[src/rtl/scm_params.svh]
`ifndef SCM_PARAMS_SVH
`define SCM_PARAMS_SVH
// ----------------------------------------
// Register offsets
// ----------------------------------------
`define SCM_OFS_MODE 8'h00
`define SCM_OFS_CONV 8'h01
`define SCM_OFS_ENA 8'h02
`define SCM_OFS_STAT 8'h03
`define SCM_OFS_RES0 8'h04
`define SCM_RES_BYTES 8'h08
`define SCM_RES_SLOTS 4
// ----------------------------------------
// Field positions
// ----------------------------------------
`define SCM_STOP_BIT 7
`define SCM_EN_EXT1 0
`define SCM_EN_EXT2 1
`define SCM_EN_VBAT 2
`define SCM_EN_ROUTE 3
// ----------------------------------------
// Reset values
// ----------------------------------------
`define SCM_RST_MODE 8'h00
`define SCM_RST_STOP 1'b0
`define SCM_RST_ENA 4'h7
// ----------------------------------------
// Conversion mode codes
// ----------------------------------------
`define SCM_MD_NONE 4'h0
`define SCM_MD_XY 4'h1
`define SCM_MD_XYZ 4'h2
`define SCM_MD_X 4'h3
`define SCM_MD_Y 4'h4
`define SCM_MD_Z 4'h5
`define SCM_MD_VBAT 4'h6
`define SCM_MD_EXT2 4'h7
`define SCM_MD_EXT1 4'h8
`define SCM_MD_AUTO 4'h9
`define SCM_MD_TH1 4'ha
`define SCM_MD_PORT 4'hb
`define SCM_MD_TH2 4'hc
// ----------------------------------------
// Interrupt pin selections
// ----------------------------------------
`define SCM_IRQ_PEN 2'h0
`define SCM_IRQ_RDY 2'h1
`define SCM_IRQ_BOTH 2'h2
`endif

[src/rtl/scm_pkg.sv]
package scm_pkg;
    typedef enum logic [3:0] {
        CH_NONE, CH_X, CH_Y, CH_PRESSURE_PLATE_A, CH_PRESSURE_PLATE_B, CH_VBAT,
        CH_EXTRA_INPUT_ONE, CH_EXTRA_INPUT_TWO, CH_THERMAL_SENSE_ONE, CH_THERMAL_SENSE_TWO
    } scm_chan_t;
    typedef enum logic {ST_IDLE, ST_WAIT} scm_state_t;
    typedef struct packed {
        logic self_ctl;
        logic rsvd;
        logic [3:0] mode;
        logic [1:0] irq_sel;
    } scm_mode_ctrl_t;
    typedef struct packed {
        logic start;
        scm_chan_t chan;
    } scm_conv_req_t;
    typedef struct packed {
        logic busy;
        logic ready;
        logic pen;
        logic pend;
        logic [1:0] rsvd;
        logic [1:0] step;
    } scm_status_t;
endpackage

[src/rtl/scm_ctrl.sv]
// Behaviour
// Control bit 0 runs host-commanded conversions; 1 starts touch scans on pen touch.
// Software writes zero to the reserved bit below the control bit.
// Mode field zero: no scan and no measurement.
// Mode 0001 repeatedly converts X then Y as a pair.
// Mode 0010 converts X, Y, then both pressure plates each pass.
// Pair and pressure scans keep running, even host-controlled, until pen lift or stop.
// Mode 0011 is an X-only scan, self-controlled only, until lift or stop.
// Mode 0100 is a Y-only scan, self-controlled only, until lift or stop.
// Mode 0101 scans both pressure plates, self-controlled only, until lift or stop.
// Mode 0110 measures the battery voltage.
// Mode 0111 measures extra input two; 1000 measures extra input one.
// Mode 1001 auto-scans extra one, extra two, battery, skipping disabled inputs.
// Auto sequence repeats until stop is written or the mode field changes.
// Mode 1010 measures thermal source one.
// Mode 1011 port-scans extra one, extra two and battery once.
// Mode 1100 measures thermal source two.
// Software never writes mode codes above 1100.
// Interrupt select 00 puts pen touch on the pin, active low.
// Interrupt select 01 puts result ready on the pin, active low.
// Interrupt select 10 puts pen or result ready on the pin, active high.
// Stop bit halts conversion and powers the converter down; clearing resumes (the code resumes only self-controlled touch scans; stop drops host commands).
// Result ready sets when a full result set exists, clears on result read.
// A mode change aborts the running sequence and restarts from the first step.
`timescale 1ns/1ns
`default_nettype none
`include "scm_params.svh"

module scm_ctrl #(
    parameter int DATA_W = 12,
    parameter int ADDR_W = 8
) (
    // Clock and reset
    input wire logic ref_clk,
    input wire logic rst_n,
    // Register port
    input wire logic [ADDR_W-1:0] reg_addr,
    input wire logic [7:0] reg_wdata,
    input wire logic reg_wr,
    input wire logic reg_rd,
    output logic [7:0] reg_rdata,
    // Converter front end
    output scm_pkg::scm_conv_req_t conv_req,
    input wire logic conv_done,
    input wire logic [DATA_W-1:0] conv_data,
    output logic adc_power_down,
    // Touch panel
    input wire logic pen_down,
    // Multipurpose pins
    output logic multipurpose_pin_one,
    output logic multipurpose_pin_two
);
    import scm_pkg::*;

    // ----------------------------------------
    // Parameter check
    // ----------------------------------------
    generate
        if (DATA_W < 1 || DATA_W > 16 || ADDR_W < 4) begin : g_bad_param
            $error("scm_ctrl: DATA_W must be 1..16 and ADDR_W at least 4");
        end
    endgenerate

    // ----------------------------------------
    // Sequence decode
    // ----------------------------------------
    function automatic logic is_touch(input logic [3:0] md);
        return (md >= `SCM_MD_XY) && (md <= `SCM_MD_Z);
    endfunction

    function automatic logic self_only(input logic [3:0] md);
        return (md >= `SCM_MD_X) && (md <= `SCM_MD_Z);
    endfunction

    function automatic logic repeats(input logic [3:0] md);
        return is_touch(md) || (md == `SCM_MD_AUTO);
    endfunction

    function automatic logic [3:0] seq_mask(input logic [3:0] md, input logic [3:0] en);
        logic [3:0] m;
        m = 4'h0;
        case (md)
            `SCM_MD_XY, `SCM_MD_Z: m = 4'h3;
            `SCM_MD_XYZ: m = 4'hf;
            `SCM_MD_AUTO: m = {1'b0, en[`SCM_EN_VBAT], en[`SCM_EN_EXT2], en[`SCM_EN_EXT1]};
            `SCM_MD_PORT: m = 4'h7;
            `SCM_MD_NONE: m = 4'h0;
            default: m = (md > `SCM_MD_TH2) ? 4'h0 : 4'h1;
        endcase
        return m;
    endfunction

    function automatic scm_chan_t seq_chan(input logic [3:0] md, input logic [1:0] idx);
        scm_chan_t c;
        c = CH_NONE;
        case (md)
            `SCM_MD_XY, `SCM_MD_XYZ: begin
                case (idx)
                    2'h0: c = CH_X;
                    2'h1: c = CH_Y;
                    2'h2: c = CH_PRESSURE_PLATE_A;
                    default: c = CH_PRESSURE_PLATE_B;
                endcase
            end
            `SCM_MD_X: c = CH_X;
            `SCM_MD_Y: c = CH_Y;
            `SCM_MD_Z: c = (idx == 2'h0) ? CH_PRESSURE_PLATE_A : CH_PRESSURE_PLATE_B;
            `SCM_MD_VBAT: c = CH_VBAT;
            `SCM_MD_EXT2: c = CH_EXTRA_INPUT_TWO;
            `SCM_MD_EXT1: c = CH_EXTRA_INPUT_ONE;
            `SCM_MD_AUTO, `SCM_MD_PORT: begin
                case (idx)
                    2'h0: c = CH_EXTRA_INPUT_ONE;
                    2'h1: c = CH_EXTRA_INPUT_TWO;
                    default: c = CH_VBAT;
                endcase
            end
            `SCM_MD_TH1: c = CH_THERMAL_SENSE_ONE;
            `SCM_MD_TH2: c = CH_THERMAL_SENSE_TWO;
            default: c = CH_NONE;
        endcase
        return c;
    endfunction

    // First enabled step at or after from; 4 means none
    function automatic logic [2:0] next_from(input logic [3:0] mask, input logic [2:0] from);
        logic [2:0] r;
        r = 3'h4;
        for (int i = 3; i >= 0; i--) begin
            if (mask[i] && (3'(i) >= from)) begin
                r = 3'(i);
            end
        end
        return r;
    endfunction

    // ----------------------------------------
    // State
    // ----------------------------------------
    scm_mode_ctrl_t mode_q, mode_d;
    logic stop_q, stop_d;
    logic [3:0] ena_q, ena_d;
    logic cmd_q, cmd_d;
    logic ready_q, ready_d;
    logic [7:0] rdata_d;
    logic pin1_d, pin2_d;
    logic mode_chg;
    scm_state_t state_q, state_d;
    logic [1:0] idx_q, idx_d;
    scm_conv_req_t req_d;
    logic [DATA_W-1:0] res_q [`SCM_RES_SLOTS];
    logic [DATA_W-1:0] res_d [`SCM_RES_SLOTS];
    logic pass_done;
    logic take_cmd;
    logic abort;
    logic start_ok;
    logic [3:0] mask;
    logic [2:0] nx;
    logic [ADDR_W-1:0] res_off;
    logic res_hit;
    logic irq_lvl;
    logic [15:0] res_word;

    // ----------------------------------------
    // Register file
    // ----------------------------------------
    assign res_off = reg_addr - ADDR_W'(`SCM_OFS_RES0);
    assign res_hit = (reg_addr >= ADDR_W'(`SCM_OFS_RES0)) && (res_off < ADDR_W'(`SCM_RES_BYTES));
    assign res_word = 16'(res_q[res_off[2:1]]);

    always_comb begin
        mode_d = mode_q;
        stop_d = stop_q;
        ena_d = ena_q;
        cmd_d = cmd_q;
        ready_d = ready_q;
        rdata_d = 8'h00;
        mode_chg = 1'b0;
        irq_lvl = 1'b1;
        if (take_cmd || stop_q) begin
            cmd_d = 1'b0;
        end
        if (reg_wr) begin
            if (reg_addr == ADDR_W'(`SCM_OFS_MODE)) begin
                mode_d = scm_mode_ctrl_t'(reg_wdata);
                mode_chg = (mode_d.mode != mode_q.mode);
                cmd_d = (mode_d.mode != `SCM_MD_NONE);
            end else if (reg_addr == ADDR_W'(`SCM_OFS_CONV)) begin
                stop_d = reg_wdata[`SCM_STOP_BIT];
            end else if (reg_addr == ADDR_W'(`SCM_OFS_ENA)) begin
                ena_d = reg_wdata[3:0];
            end
        end
        if (reg_rd) begin
            if (reg_addr == ADDR_W'(`SCM_OFS_MODE)) begin
                rdata_d = mode_q;
            end else if (reg_addr == ADDR_W'(`SCM_OFS_CONV)) begin
                rdata_d = {stop_q, 7'h00};
            end else if (reg_addr == ADDR_W'(`SCM_OFS_ENA)) begin
                rdata_d = {4'h0, ena_q};
            end else if (reg_addr == ADDR_W'(`SCM_OFS_STAT)) begin
                rdata_d = scm_status_t'{busy: (state_q == ST_WAIT), ready: ready_q, pen: pen_down,
                                        pend: cmd_q, rsvd: 2'h0, step: idx_q};
            end else if (res_hit) begin
                rdata_d = res_off[0] ? res_word[15:8] : res_word[7:0];
                ready_d = 1'b0;
            end
        end
        if (pass_done) begin
            ready_d = 1'b1;
        end
        case (mode_q.irq_sel)
            `SCM_IRQ_PEN: irq_lvl = ~pen_down;
            `SCM_IRQ_RDY: irq_lvl = ~ready_q;
            `SCM_IRQ_BOTH: irq_lvl = pen_down | ready_q;
            default: irq_lvl = 1'b1;
        endcase
        pin1_d = ena_q[`SCM_EN_ROUTE] ? 1'b1 : irq_lvl;
        pin2_d = ena_q[`SCM_EN_ROUTE] ? irq_lvl : 1'b1;
    end

    always_ff @(posedge ref_clk or negedge rst_n) begin
        if (!rst_n) begin
            mode_q <= scm_mode_ctrl_t'(`SCM_RST_MODE);
            stop_q <= `SCM_RST_STOP;
            ena_q <= `SCM_RST_ENA;
            cmd_q <= 1'b0;
            ready_q <= 1'b0;
            reg_rdata <= 8'h00;
            adc_power_down <= `SCM_RST_STOP;
            multipurpose_pin_one <= 1'b1;
            multipurpose_pin_two <= 1'b1;
        end else begin
            mode_q <= mode_d;
            stop_q <= stop_d;
            ena_q <= ena_d;
            cmd_q <= cmd_d;
            ready_q <= ready_d;
            reg_rdata <= rdata_d;
            adc_power_down <= stop_d;
            multipurpose_pin_one <= pin1_d;
            multipurpose_pin_two <= pin2_d;
        end
    end

    // ----------------------------------------
    // Conversion sequencer
    // ----------------------------------------
    assign abort = stop_q || mode_chg || (is_touch(mode_q.mode) && !pen_down)
                   || (self_only(mode_d.mode) && !mode_d.self_ctl);
    assign start_ok = is_touch(mode_q.mode)
                      ? (pen_down && (mode_q.self_ctl || (cmd_q && !self_only(mode_q.mode))))
                      : (cmd_q && (mode_q.mode != `SCM_MD_NONE));
    assign mask = seq_mask(mode_q.mode, ena_d);

    always_comb begin
        nx = 3'h4;
        state_d = state_q;
        idx_d = idx_q;
        req_d = '{start: 1'b0, chan: conv_req.chan};
        res_d = res_q;
        pass_done = 1'b0;
        take_cmd = 1'b0;
        case (state_q)
            ST_IDLE: begin
                take_cmd = 1'b1;
                if (!abort && start_ok) begin
                    nx = next_from(mask, 3'h0);
                end
            end
            ST_WAIT: begin
                if (abort) begin
                    state_d = ST_IDLE;
                end else if (conv_done) begin
                    res_d[idx_q] = conv_data;
                    nx = next_from(mask, {1'b0, idx_q} + 3'h1);
                    if (nx == 3'h4) begin
                        pass_done = 1'b1;
                        if (repeats(mode_q.mode)) begin
                            nx = next_from(mask, 3'h0);
                        end else begin
                            state_d = ST_IDLE;
                        end
                    end
                end
            end
            default: state_d = ST_IDLE;
        endcase
        if (nx != 3'h4) begin
            state_d = ST_WAIT;
            idx_d = nx[1:0];
            req_d.start = 1'b1;
            req_d.chan = seq_chan(mode_q.mode, nx[1:0]);
        end
    end

    always_ff @(posedge ref_clk or negedge rst_n) begin
        if (!rst_n) begin
            state_q <= ST_IDLE;
            idx_q <= 2'h0;
            conv_req <= '{start: 1'b0, chan: CH_NONE};
            for (int i = 0; i < `SCM_RES_SLOTS; i++) begin
                res_q[i] <= '0;
            end
        end else begin
            state_q <= state_d;
            idx_q <= idx_d;
            conv_req <= req_d;
            res_q <= res_d;
        end
    end

    // ----------------------------------------
    // Assertions
    // ----------------------------------------
    scm_chan_t last_q;

    always_ff @(posedge ref_clk or negedge rst_n) begin
        if (!rst_n) begin
            last_q <= CH_NONE;
        end else if (conv_req.start) begin
            last_q <= conv_req.chan;
        end
    end
endmodule

`default_nettype wire

[config.mk]
export PLATFORM = sky130hd
export DESIGN_NAME = scm_ctrl
export DESIGN_NICKNAME = d
export VERILOG_FILES = /design/src/rtl/scm_pkg.sv /design/src/rtl/scm_ctrl.sv
export VERILOG_INCLUDE_DIRS = /design/src /design/src/rtl
export SDC_FILE = /design/constraint.sdc
export NUM_CORES = 1
export LEC_CHECK = 0
export ABC_AREA = 1
export BUFFER_PORTS_ARGS = -buffer_cell sky130_fd_sc_hd__buf_2
export CAP_MARGIN = 10
export CORE_AREA = 2 2 95 97
export DETAILED_ROUTE_END_ITERATION = 10
export DIE_AREA = 0 0 97 99
export PLACE_DENSITY = 0.82
export SLEW_MARGIN = 5
export SYNTH_ARGS = -nofsm -noshare
export SYNTH_HDL_FRONTEND = slang
export SYNTH_SLANG_ARGS = --single-unit
[constraint.sdc]
create_clock -name ref_clk -period 6.8 [get_ports ref_clk]
set_clock_uncertainty 0.1 [all_clocks]
set_input_delay 0.68 -clock ref_clk [delete_from_list [all_inputs] [get_ports ref_clk]]
set_output_delay 0.68 -clock ref_clk [all_outputs]
set_load 0.05 [all_outputs]
==> impl_metrics.json, run 1 <==
{
  "grt_use_met1": 0.321,
  "final_cells": 709,
  "firstDrtPassIters": 5,
  "overflow": 0,
  "outcome": "complete, no violations",
  "ant_nets": 0,
  "powerDensity_nw_per_um2": 195,
  "antenna_cells": 0,
  "insertion_delay_ns": 0.36,
  "ir_drop_mv": 0.134,
  "rsz0062_at_grt": "false",
  "gp_congestion": 0.941,
  "period_minus_slack_ns": 4.09,
  "synthAdderAreaFrac": 0.0163,
  "die_area_um2": 9600,
  "fin_crit_sh": 0.602,
  "synthSimpleGateAreaFrac": 0.248,
  "avgSynthCellArea_um2": 8.25,
  "routed_wl_mm": 10.9,
  "grt_max_degree": 82,
  "relSlewSlack": 0.320,
  "cts_made_buffers": 9,
  "ff2ff_setup_slack_ns": 3.31,
  "ys_types": 49,
  "maxSlewViolCount": 0,
  "grt_pass1_vias": 3757,
  "grt_pass1_wl_mm": 18.2,
  "yosysSeqAreaShare": 0.442,
  "synth-seq-cells": 81,
  "async_flop_share": 1.00,
  "start_util": 0.538,
  "layout-drive-gt1-share": 0.206,
  "synth_edf_count": 0,
  "synth-main-ff-cell": "dfrtp_1",
  "synth_top_area_cell": "dfrtp_1",
  "crit_fanout": 15,
  "yosysWarnings": 0,
  "synth_compound_area_frac": 0.197,
  "cts_tree": "built",
  "tns_ns": 0,
  "clockRootBuffer": "clkbuf_8",
  "htreeDepth": 3,
  "setup_viol": 0,
  "clock-sinks": 81,
  "viasPerCell": 5.61,
  "yosysTopAreaCellShare": 0.413,
  "busiest_layer": "met2",
  "synthCells": 558,
  "cts_max_path_buffers": 2,
  "wire_per_inst_um": 15.4,
  "antenna_found_initial": 0,
  "port_buffers": 49,
  "syn_area_um2": 4600,
  "grt.met2_usage": 0.374,
  "num_vias": 3977,
  "synthXorXnorAreaFrac": 0.00381,
  "cts_resized": 0,
  "rr_endpoint": "conv_req[0]",
  "dp.cells": 693,
  "cts.clk_slew.worst_paths_ns": 0.09,
  "coreArea_um2": 8550,
  "p_leak_nw": 2.45,
  "timing.hold.ws_ns": 0.372,
  "synth_top_family_by_area": "simple AND/OR/NAND/NOR gates",
  "use_met3": 0.0496,
  "hold_class": "in -> async",
  "worstMarginPinSlew_ns": 1.02,
  "dp_hpwl_mm": 7.70,
  "die_y_um": 99,
  "cts_hold_buf": 0,
  "drc": 0,
  "worstPathArrival_ns": 4.25,
  "grt_usage": 0.234,
  "r2r_start": "mode_q[3]",
  "drtIter0Drc": 301,
  "cap_viol_max_count": 0,
  "rows": 34,
  "worstPathRequired_ns": 6.95,
  "end_kind": "flip-flop",
  "startpoint_type": "primary input",
  "synth_mux_area_frac": 0.00245,
  "final_net_count": 636,
  "io_pins": 50,
  "yosys-top-cells-area": "dfrtp_1 (41%), nand2_1 (9.8%), inv_1 (5.2%)",
  "dieWidth_um": 97,
  "cts_setup_buffers": 0,
  "syn_to_final_growth_pct": 9.30,
  "hold_violations": 0,
  "worstRegToRegCells": 23,
  "crit_type": "in -> reg",
  "fmax_ghz": 0.244,
  "synth_nets": 598
}
## worst max path at each step
stage / depth (start not counted) / to / start / slack (ns)
global placement: 25 / conv_req[0] / reg_addr[2] / 2.71
CTS: 25 / conv_req[0] / reg_addr[2] / 2.82
global route: 25 / conv_req[0] / reg_addr[2] / 2.45
detailed placement: 25 / conv_req[0] / reg_addr[2] / 2.46
finish: 25 / conv_req[0] / reg_addr[2] / 2.71
floorplan: 26 / conv_req[0] / reg_addr[2] / 3.14
## synth_stat cells (all sizes together), types with 2 or more instances
| library cell | number |
|---|---|
| o31ai | 2 |
| ha | 6 |
| clkbuf | 7 |
| nor3 | 3 |
| o22ai | 2 |
| dfrtp | 76 |
| nand2 | 135 |
| o32ai | 2 |
| xnor2 | 2 |
| a21oi | 19 |
| a31o | 2 |
| o221a | 2 |
| o21ai | 88 |
| dfstp | 5 |
| nor2 | 57 |
| a32o | 2 |
| nand3b | 3 |
| nand3 | 25 |
| a211oi | 2 |
| nand4 | 8 |
| o221ai | 6 |
| inv | 67 |
| buf | 15 |
| and2 | 4 |
| o211ai | 9 |
## registers in the layout, summed over array words and instances (netlist names), 2 cells and up
| register | cells |
|---|---|
| idx_q | 2 |
| mode_q | 8 |
| reg_rdata | 8 |
| conv_req | 5 |
| res_q | 48 |
| ena_q | 4 |
## critical path, cell delays in order
cell and delay, ns:
buf_2 0.18, inv_1 0.36, ha_1 0.36, nand2_4 0.11, nor2_8 0.24, nand2_4 0.16
nand2_1 0.09, nand2_1 0.09, nand2_2 0.08, nand2_2 0.06, nand3_4 0.07, nand4_4 0.12
inv_8 0.13, nand3_1 0.09, o21ai_0 0.08, nand2_1 0.09, nand2_1 0.10, inv_1 0.08
ha_1 0.25, inv_1 0.09, o32ai_1 0.10, a2111oi_0 0.39, nand2_1 0.10, nand2_1 0.07
nand2_1 0.05
## final cells by class
cell class,instances,area [um2]
fillers,716,3520
multi-input cells,387,2150
flip-flops and latches,81,2030
inverters,68,265
repair buffers,49,248
clock buffers,12,145
well taps,108,135
clock inverters,4,51.3
## where the power goes
group	internal, mW	switching, mW
Sequential	0.493	0.00920
Combinational	0.0350	0.0873
Clock	0.181	0.177
Total	0.709	0.273
## layout by cell type (no fill, tap or decap), types with 3 or more instances in the layout
master | netlist | layout
a21oi_1 | 18 | 18
and2_1 | 4 | 4
buf_2 | 7 | 48
clkbuf_8 | 0 | 10
dfrtp_1 | 76 | 76
dfstp_2 | 5 | 5
ha_1 | 6 | 6
inv_1 | 64 | 64
nand2_1 | 120 | 120
nand2_2 | 10 | 10
nand2_4 | 5 | 5
nand3_1 | 21 | 21
nand3_4 | 4 | 4
nand3b_1 | 3 | 3
nand4_1 | 7 | 7
nor2_1 | 51 | 51
nor2_4 | 3 | 3
o211ai_1 | 9 | 9
o21ai_0 | 36 | 36
o21ai_1 | 32 | 32
o21ai_2 | 20 | 20
o221ai_1 | 6 | 6
## layer usage
layer / wire (um) / vias up
li1: - / 1938
met1: 4820 / 1871
met2: 5150 / 143
met3: 691 / 25
met4: 250 / 0
met5: 0 / -
## cells by family (layout without fill, tap and decap cells)
kind of cell	Yosys count	in the layout
fa+ha+maj	6	6
mux	1	1
compound gates	142	142
flops	81	81
xor+xnor	2	2
simple gates	236	236
buf+inv	90	133
## metrics by stage
step,total power [mW],utilization,cell area [um2],setup slack [ns]
after global routing,1.02,0.588,5030,2.45
after global placement,0.629,0.565,4830,2.71
after floorplan,0.591,-,4600,3.14
final,0.982,0.588,5030,2.71
after CTS,0.984,0.588,5030,2.82
after detailed placement,0.632,0.565,4830,2.46
(Power assumes the default switching activity.)
==> run 2, diff against run 1 <==
Settings changed: CORE_AREA 2 2 95 97 to 2 2 97 99, DIE_AREA 0 0 97 99 to 0 0 99 101.
Clock period 6.8 ns to 3.7 ns, I/O delays scaled along.
==> impl_metrics.json, run 2 (synthesis results as in run 1) <==
{
  "drtIter0Drc": 346,
  "cts.clk_slew.worst_paths_ns": 0.08,
  "start_util": 0.513,
  "wire_per_inst_um": 14.9,
  "grt_max_degree": 82,
  "clock-sinks": 81,
  "crit_path_cell_trace": "inv_1, nor2_1, nand2_1, o21ai_1, a21oi_2, nand2_1, inv_1, nand2_1, nand2_1, nand2_1, nor2_1, nand3_1, o21ai_0, nand2_1, nand2_1, inv_1, ha_1, inv_1, o32ai_1, a2111oi_0, nand2_1, nand2_1, nand2_1",
  "worstPathRequired_ns": 3.86,
  "fin_crit_sh": 0.871,
  "tns_ns": 0,
  "ir_drop_mv": 0.184,
  "startpoint_type": "flip-flop",
  "hold_violations": 0,
  "drc": 0,
  "clockRootBuffer": "clkbuf_8",
  "layout_commonest_cell": "nand2_1",
  "hold_class": "in -> async",
  "gp_congestion": 0.998,
  "port_buffers": 49,
  "crit_buf_inv": 4,
  "period_minus_slack_ns": 3.22,
  "end_kind": "flip-flop",
  "p_leak_nw": 2.47,
  "rsz0062_at_grt": "false",
  "largest_register_ffs": 48,
  "layout-drive-gt1-share": 0.217,
  "worstRegToRegCells": 23,
  "crit_fanout": 8,
  "fillers": 755,
  "worstPathArrival_ns": 3.39,
  "r2r_start": "mode_q[3]",
  "placed_area_um2": 4870,
  "critPathSlowestCell": "dfrtp_2",
  "grt_pass1_wl_mm": 18.4,
  "io_pins": 50,
  "overflow": 0,
  "htreeDepth": 3,
  "final_cell_mix": "nand2_1 (120), dfrtp_1 (74), inv_1 (64), nor2_1 (50), buf_2 (48)",
  "powerDensity_nw_per_um2": 365,
  "setup_viol": 0,
  "num_vias": 3983,
  "coreArea_um2": 8980,
  "cts_hold_buf": 0,
  "grt_usage": 0.227,
  "rr_endpoint": "conv_req[0]",
  "die_y_um": 101,
  "cpMostUsedCell": "nand2_1",
  "firstDrtPassIters": 5,
  "maxSlewViolCount": 0,
  "largest-register": "res_q",
  "antenna_found_initial": 0,
  "die_area_um2": 10000,
  "critPathMaxStageDelay_ns": 0.48,
  "ant_nets": 0,
  "rows": 35,
  "fmax_ghz": 0.310,
  "routed_wl_mm": 10.7,
  "cts_made_buffers": 9,
  "crit_type": "reg -> reg",
  "postLayoutCellArea_um2": 5080,
  "outcome": "complete, no violations",
  "antenna_cells": 0,
  "timing.hold.ws_ns": 0.0689,
  "reg.largest.list": "res_q (48), mode_q (8), reg_rdata (8)",
  "relSlewSlack": 0.318,
  "cts_setup_buffers": 0,
  "viasPerCell": 5.56,
  "worstMarginPinSlew_ns": 1.02,
  "final_net_count": 640,
  "dp_hpwl_mm": 7.65,
  "syn_to_final_growth_pct": 10.5,
  "cp_top_family": "simple AND/OR/NAND/NOR gates",
  "ff2ff_setup_slack_ns": 0.48,
  "dieWidth_um": 99,
  "cts_max_path_buffers": 2,
  "cap_viol_max_count": 0,
  "insertion_delay_ns": 0.37,
  "grt_pass1_vias": 3905,
  "cts_tree": "built"
}
run 2: cell types whose count changed in the layout (fill, tap and decap cells not counted):
| cell | change |
|---|---|
| buf_4 | +4 |
| dfrtp_1 | -2 |
| dfrtp_2 | +2 |
| bufinv_16 | +1 |
| clkbuf_8 | -1 |
| clkinvlp_4 | +1 |
| inv_6 | -1 |
| nor2_1 | -1 |
| nor2_2 | +1 |
run 2: through the flow:
stage / utilization / instances / setup slack, ns / power, mW
3_3_place_gp: 0.542 / 700 / 0.384 / 1.16
6_report: 0.566 / 716 / 0.477 / 1.85
3_5_place_dp: 0.542 / 700 / 0.224 / 1.17
2_1_floorplan: - / 558 / 0.345 / 1.09
5_1_grt: 0.566 / 716 / 0.0487 / 1.92
4_1_cts: 0.566 / 716 / 0.449 / 1.86
run 2: layer usage:
| metal | up-vias | global-route usage | routed length (um) |
|---|---|---|---|
| li1 | 1939 | - | - |
| met1 | 1914 | 0.313 | 4840 |
| met2 | 108 | 0.366 | 5220 |
| met3 | 22 | 0.0250 | 401 |
| met4 | 0 | 0.0969 | 233 |
| met5 | - | 0 | 0 |
run 2: area by class of cell:
| class | instances | area (um2) | share of cell area |
|---|---|---|---|
| clock buffer | 11 | 131 | 0.0258 |
| timing repair buffer | 53 | 278 | 0.0546 |
| clock inverter | 5 | 80.1 | 0.0158 |
| sequential | 81 | 2040 | 0.400 |
| inverter | 68 | 265 | 0.0522 |
| multi-input combinational | 387 | 2150 | 0.424 |
| tap | 111 | 139 | 0.0273 |
run 2: worst max-delay path by stage:
stage                      from           to  slack [ns]  cells after the start
global placement    reg_addr[3]  conv_req[0]        0.38                     25
floorplan           reg_addr[2]  conv_req[0]        0.35                     26
CTS                   mode_q[3]  conv_req[0]        0.45                     23
global route        reg_addr[3]  conv_req[0]        0.05                     21
finish                mode_q[3]  conv_req[0]        0.48                     23
detailed placement  reg_addr[3]  conv_req[0]        0.22                     21
run 2: power by group:
| group | internal [mW] | switching (mW) | leakage [nW] | total [mW] |
|---|---|---|---|---|
| combinational | 0.0665 | 0.160 | 1.29 | 0.226 |
| sequential | 0.906 | 0.0172 | 1.08 | 0.923 |
| clock | 0.379 | 0.326 | 0.0995 | 0.705 |
run 2: what timing repair did:
action,in CTS,in global routing
endpoints found under the setup margin,0,2
endpoints found under the hold margin,0,0
resized for setup,0,3
==> run 3, diff against run 2 <==
Settings changed: CORE_AREA 2 2 97 99 to 2 2 95 97, DIE_AREA 0 0 99 101 to 0 0 97 99, REMOVE_ABC_BUFFERS set to 1.
Clock period 3.7 ns to 3.1 ns, I/O delays scaled along.
==> impl_metrics.json, run 3 (synthesis results as in run 1) <==
{
  "crit_fanout": 5,
  "overflow": 0,
  "grt_max_degree": 82,
  "start_util": 0.538,
  "cp_num_cells": 19,
  "final_cell_mix": "nand2_1 (118), dfrtp_1 (72), inv_1 (59), buf_2 (48), nor2_1 (46)",
  "dp_hpwl_mm": 7.97,
  "wire_per_inst_um": 15.1,
  "crit_path_cell_trace": "buf_4, nor2_1, inv_1, nand2_1, nand2_1, inv_2, nor2_1, nor2_2, nand2_2, nor2_1, nand3b_1, and2_1, ha_2, inv_2, o32ai_1, a2111oi_2, nand2_1, nand2_1, nand2_1",
  "worstMarginPinSlew_ns": 0.992,
  "drtIter0Drc": 339,
  "io_pins": 50,
  "crit_buf_inv": 4,
  "syn_to_final_growth_pct": 14.9,
  "ff2ff_setup_slack_ns": 0.25,
  "rows": 34,
  "final_net_count": 661,
  "ant_nets": 0,
  "die_area_um2": 9600,
  "fmax_ghz": 0.350,
  "powerDensity_nw_per_um2": 424,
  "grt_usage": 0.244,
  "outcome": "complete, no violations",
  "cts_tree": "built",
  "fillers": 701,
  "p_leak_nw": 2.58,
  "num_vias": 4070,
  "drc": 0,
  "dieWidth_um": 97,
  "tns_ns": 0,
  "cts_hold_buf": 0,
  "critPathMaxStageDelay_ns": 0.47,
  "postLayoutCellArea_um2": 5290,
  "clock-sinks": 81,
  "placed_area_um2": 5010,
  "firstDrtPassIters": 5,
  "worstRegToRegCells": 19,
  "layout-drive-gt1-share": 0.270,
  "viasPerCell": 5.54,
  "die_y_um": 99,
  "end_kind": "flip-flop",
  "swShare": 0.263,
  "p_comb_frac": 0.130,
  "hold_violations": 0,
  "rr_endpoint": "conv_req[0]",
  "power_switching_mw": 0.591,
  "cts.clk_slew.worst_paths_ns": 0.08,
  "setup_viol": 0,
  "antenna_cells": 0,
  "clockRootBuffer": "clkbuf_8",
  "ir_drop_mv": 0.240,
  "r2r_start": "mode_q[3]",
  "layout_commonest_cell": "nand2_1",
  "p_int_mw": 1.65,
  "worstPathRequired_ns": 3.24,
  "fin_crit_sh": 0.920,
  "pwr-share-seq": 0.491,
  "power_mw": 2.24,
  "routed_wl_mm": 11.1,
  "gp_congestion": 0.917,
  "port_buffers": 49,
  "cpMostUsedCell": "nand2_1",
  "reg.largest.list": "res_q (48), mode_q (8), reg_rdata (8)",
  "hold_class": "in -> async",
  "startpoint_type": "flip-flop",
  "coreArea_um2": 8550,
  "grt_pass1_wl_mm": 19.1,
  "htreeDepth": 3,
  "cts_made_buffers": 9,
  "relSlewSlack": 0.338,
  "cap_viol_max_count": 0,
  "period_minus_slack_ns": 2.85,
  "maxSlewViolCount": 0,
  "antenna_found_initial": 0,
  "grt_pass1_vias": 4052,
  "critPathSlowestCell": "dfrtp_2",
  "cts_max_path_buffers": 2,
  "crit_type": "reg -> reg",
  "largest-register": "res_q",
  "clkPwrFrac": 0.379,
  "largest_register_ffs": 48,
  "worstPathArrival_ns": 2.99,
  "insertion_delay_ns": 0.35,
  "cp_top_family": "simple AND/OR/NAND/NOR gates"
}
run 3: changes by cell type in the layout (fill, tap and decap cells not counted), moves of 2 or more:
cell     delta
buf_4      +21
inv_1       -5
inv_2       +4
nor2_1      -4
nor2_2      +3
dfrtp_1     -2
dfrtp_2     +2
ha_1        -2
ha_2        +2
nand2_1     -2
nand2_2     +2
run 3: worst register-to-register path, cell delays in order (launching register included):
cell       delay (ns)
dfrtp_2          0.47
buf_4            0.18
nor2_1           0.09
inv_1            0.08
nand2_1          0.08
nand2_1          0.09
inv_2            0.06
nor2_1           0.05
nor2_2           0.18
nand2_2          0.11
nor2_1           0.10
nand3b_1         0.12
and2_1           0.24
ha_2             0.21
inv_2            0.06
o32ai_1          0.09
a2111oi_2        0.22
nand2_1          0.10
nand2_1          0.08
nand2_1          0.05
run 3: area by class of cell:
type	instances	area (um2)	share of cell area
multi-input cells	387	2190	0.414
well taps	108	135	0.0256
repair buffers	74	435	0.0823
clock inverters	4	76.3	0.0144
flip-flops and latches	81	2040	0.385
clock buffers	12	145	0.0274
inverters	68	268	0.0506
run 3: worst max path at each step:
| stage | from | to |
|---|---|---|
| after global placement | reg_addr[2] | conv_req[0] |
| after global routing | mode_q[3] | conv_req[0] |
| after detailed placement | reg_addr[3] | conv_req[0] |
| after CTS | mode_q[4] | conv_req[0] |
| after floorplan | reg_addr[2] | conv_req[0] |
| final | mode_q[3] | conv_req[0] |
run 3: layer usage:
| layer | share of wire | global-route usage | vias to the layer above |
|---|---|---|---|
| met3 | 0.047 | 0.0305 | 24 |
| met5 | 0 | 0 | - |
| met1 | 0.44 | 0.335 | 1936 |
| met2 | 0.48 | 0.395 | 127 |
| li1 | - | - | 1983 |
| met4 | 0.027 | 0.103 | 0 |
run 3: what timing repair did:
action,4_1_cts,5_1_grt
setup endpoints to repair,1,3
resized for setup,7,17
pin swaps,1,6
buffers inserted,1,1
run 3: through the flow:
stage / cells / setup slack, ns / utilization / hold slack (ns)
floorplan: 536 / -0.0804 / - / -0.0856
global placement: 716 / 0.0437 / 0.585 / 0.359
detailed placement: 716 / -0.118 / 0.585 / 0.361
CTS: 733 / 0.00261 / 0.613 / 0.0673
global route: 734 / -0.000420 / 0.618 / 0.111
finish: 734 / 0.247 / 0.618 / 0.0238
run 3: power by group through the flow:
stage               Combinational (mW)  Clock, mW  Sequential (mW)
floorplan                        0.131          0             1.15
global placement                 0.278          0             1.12
detailed placement               0.284          0             1.12
CTS                              0.287      0.867             1.10
global route                     0.324      0.916             1.10
finish                           0.293      0.850             1.10
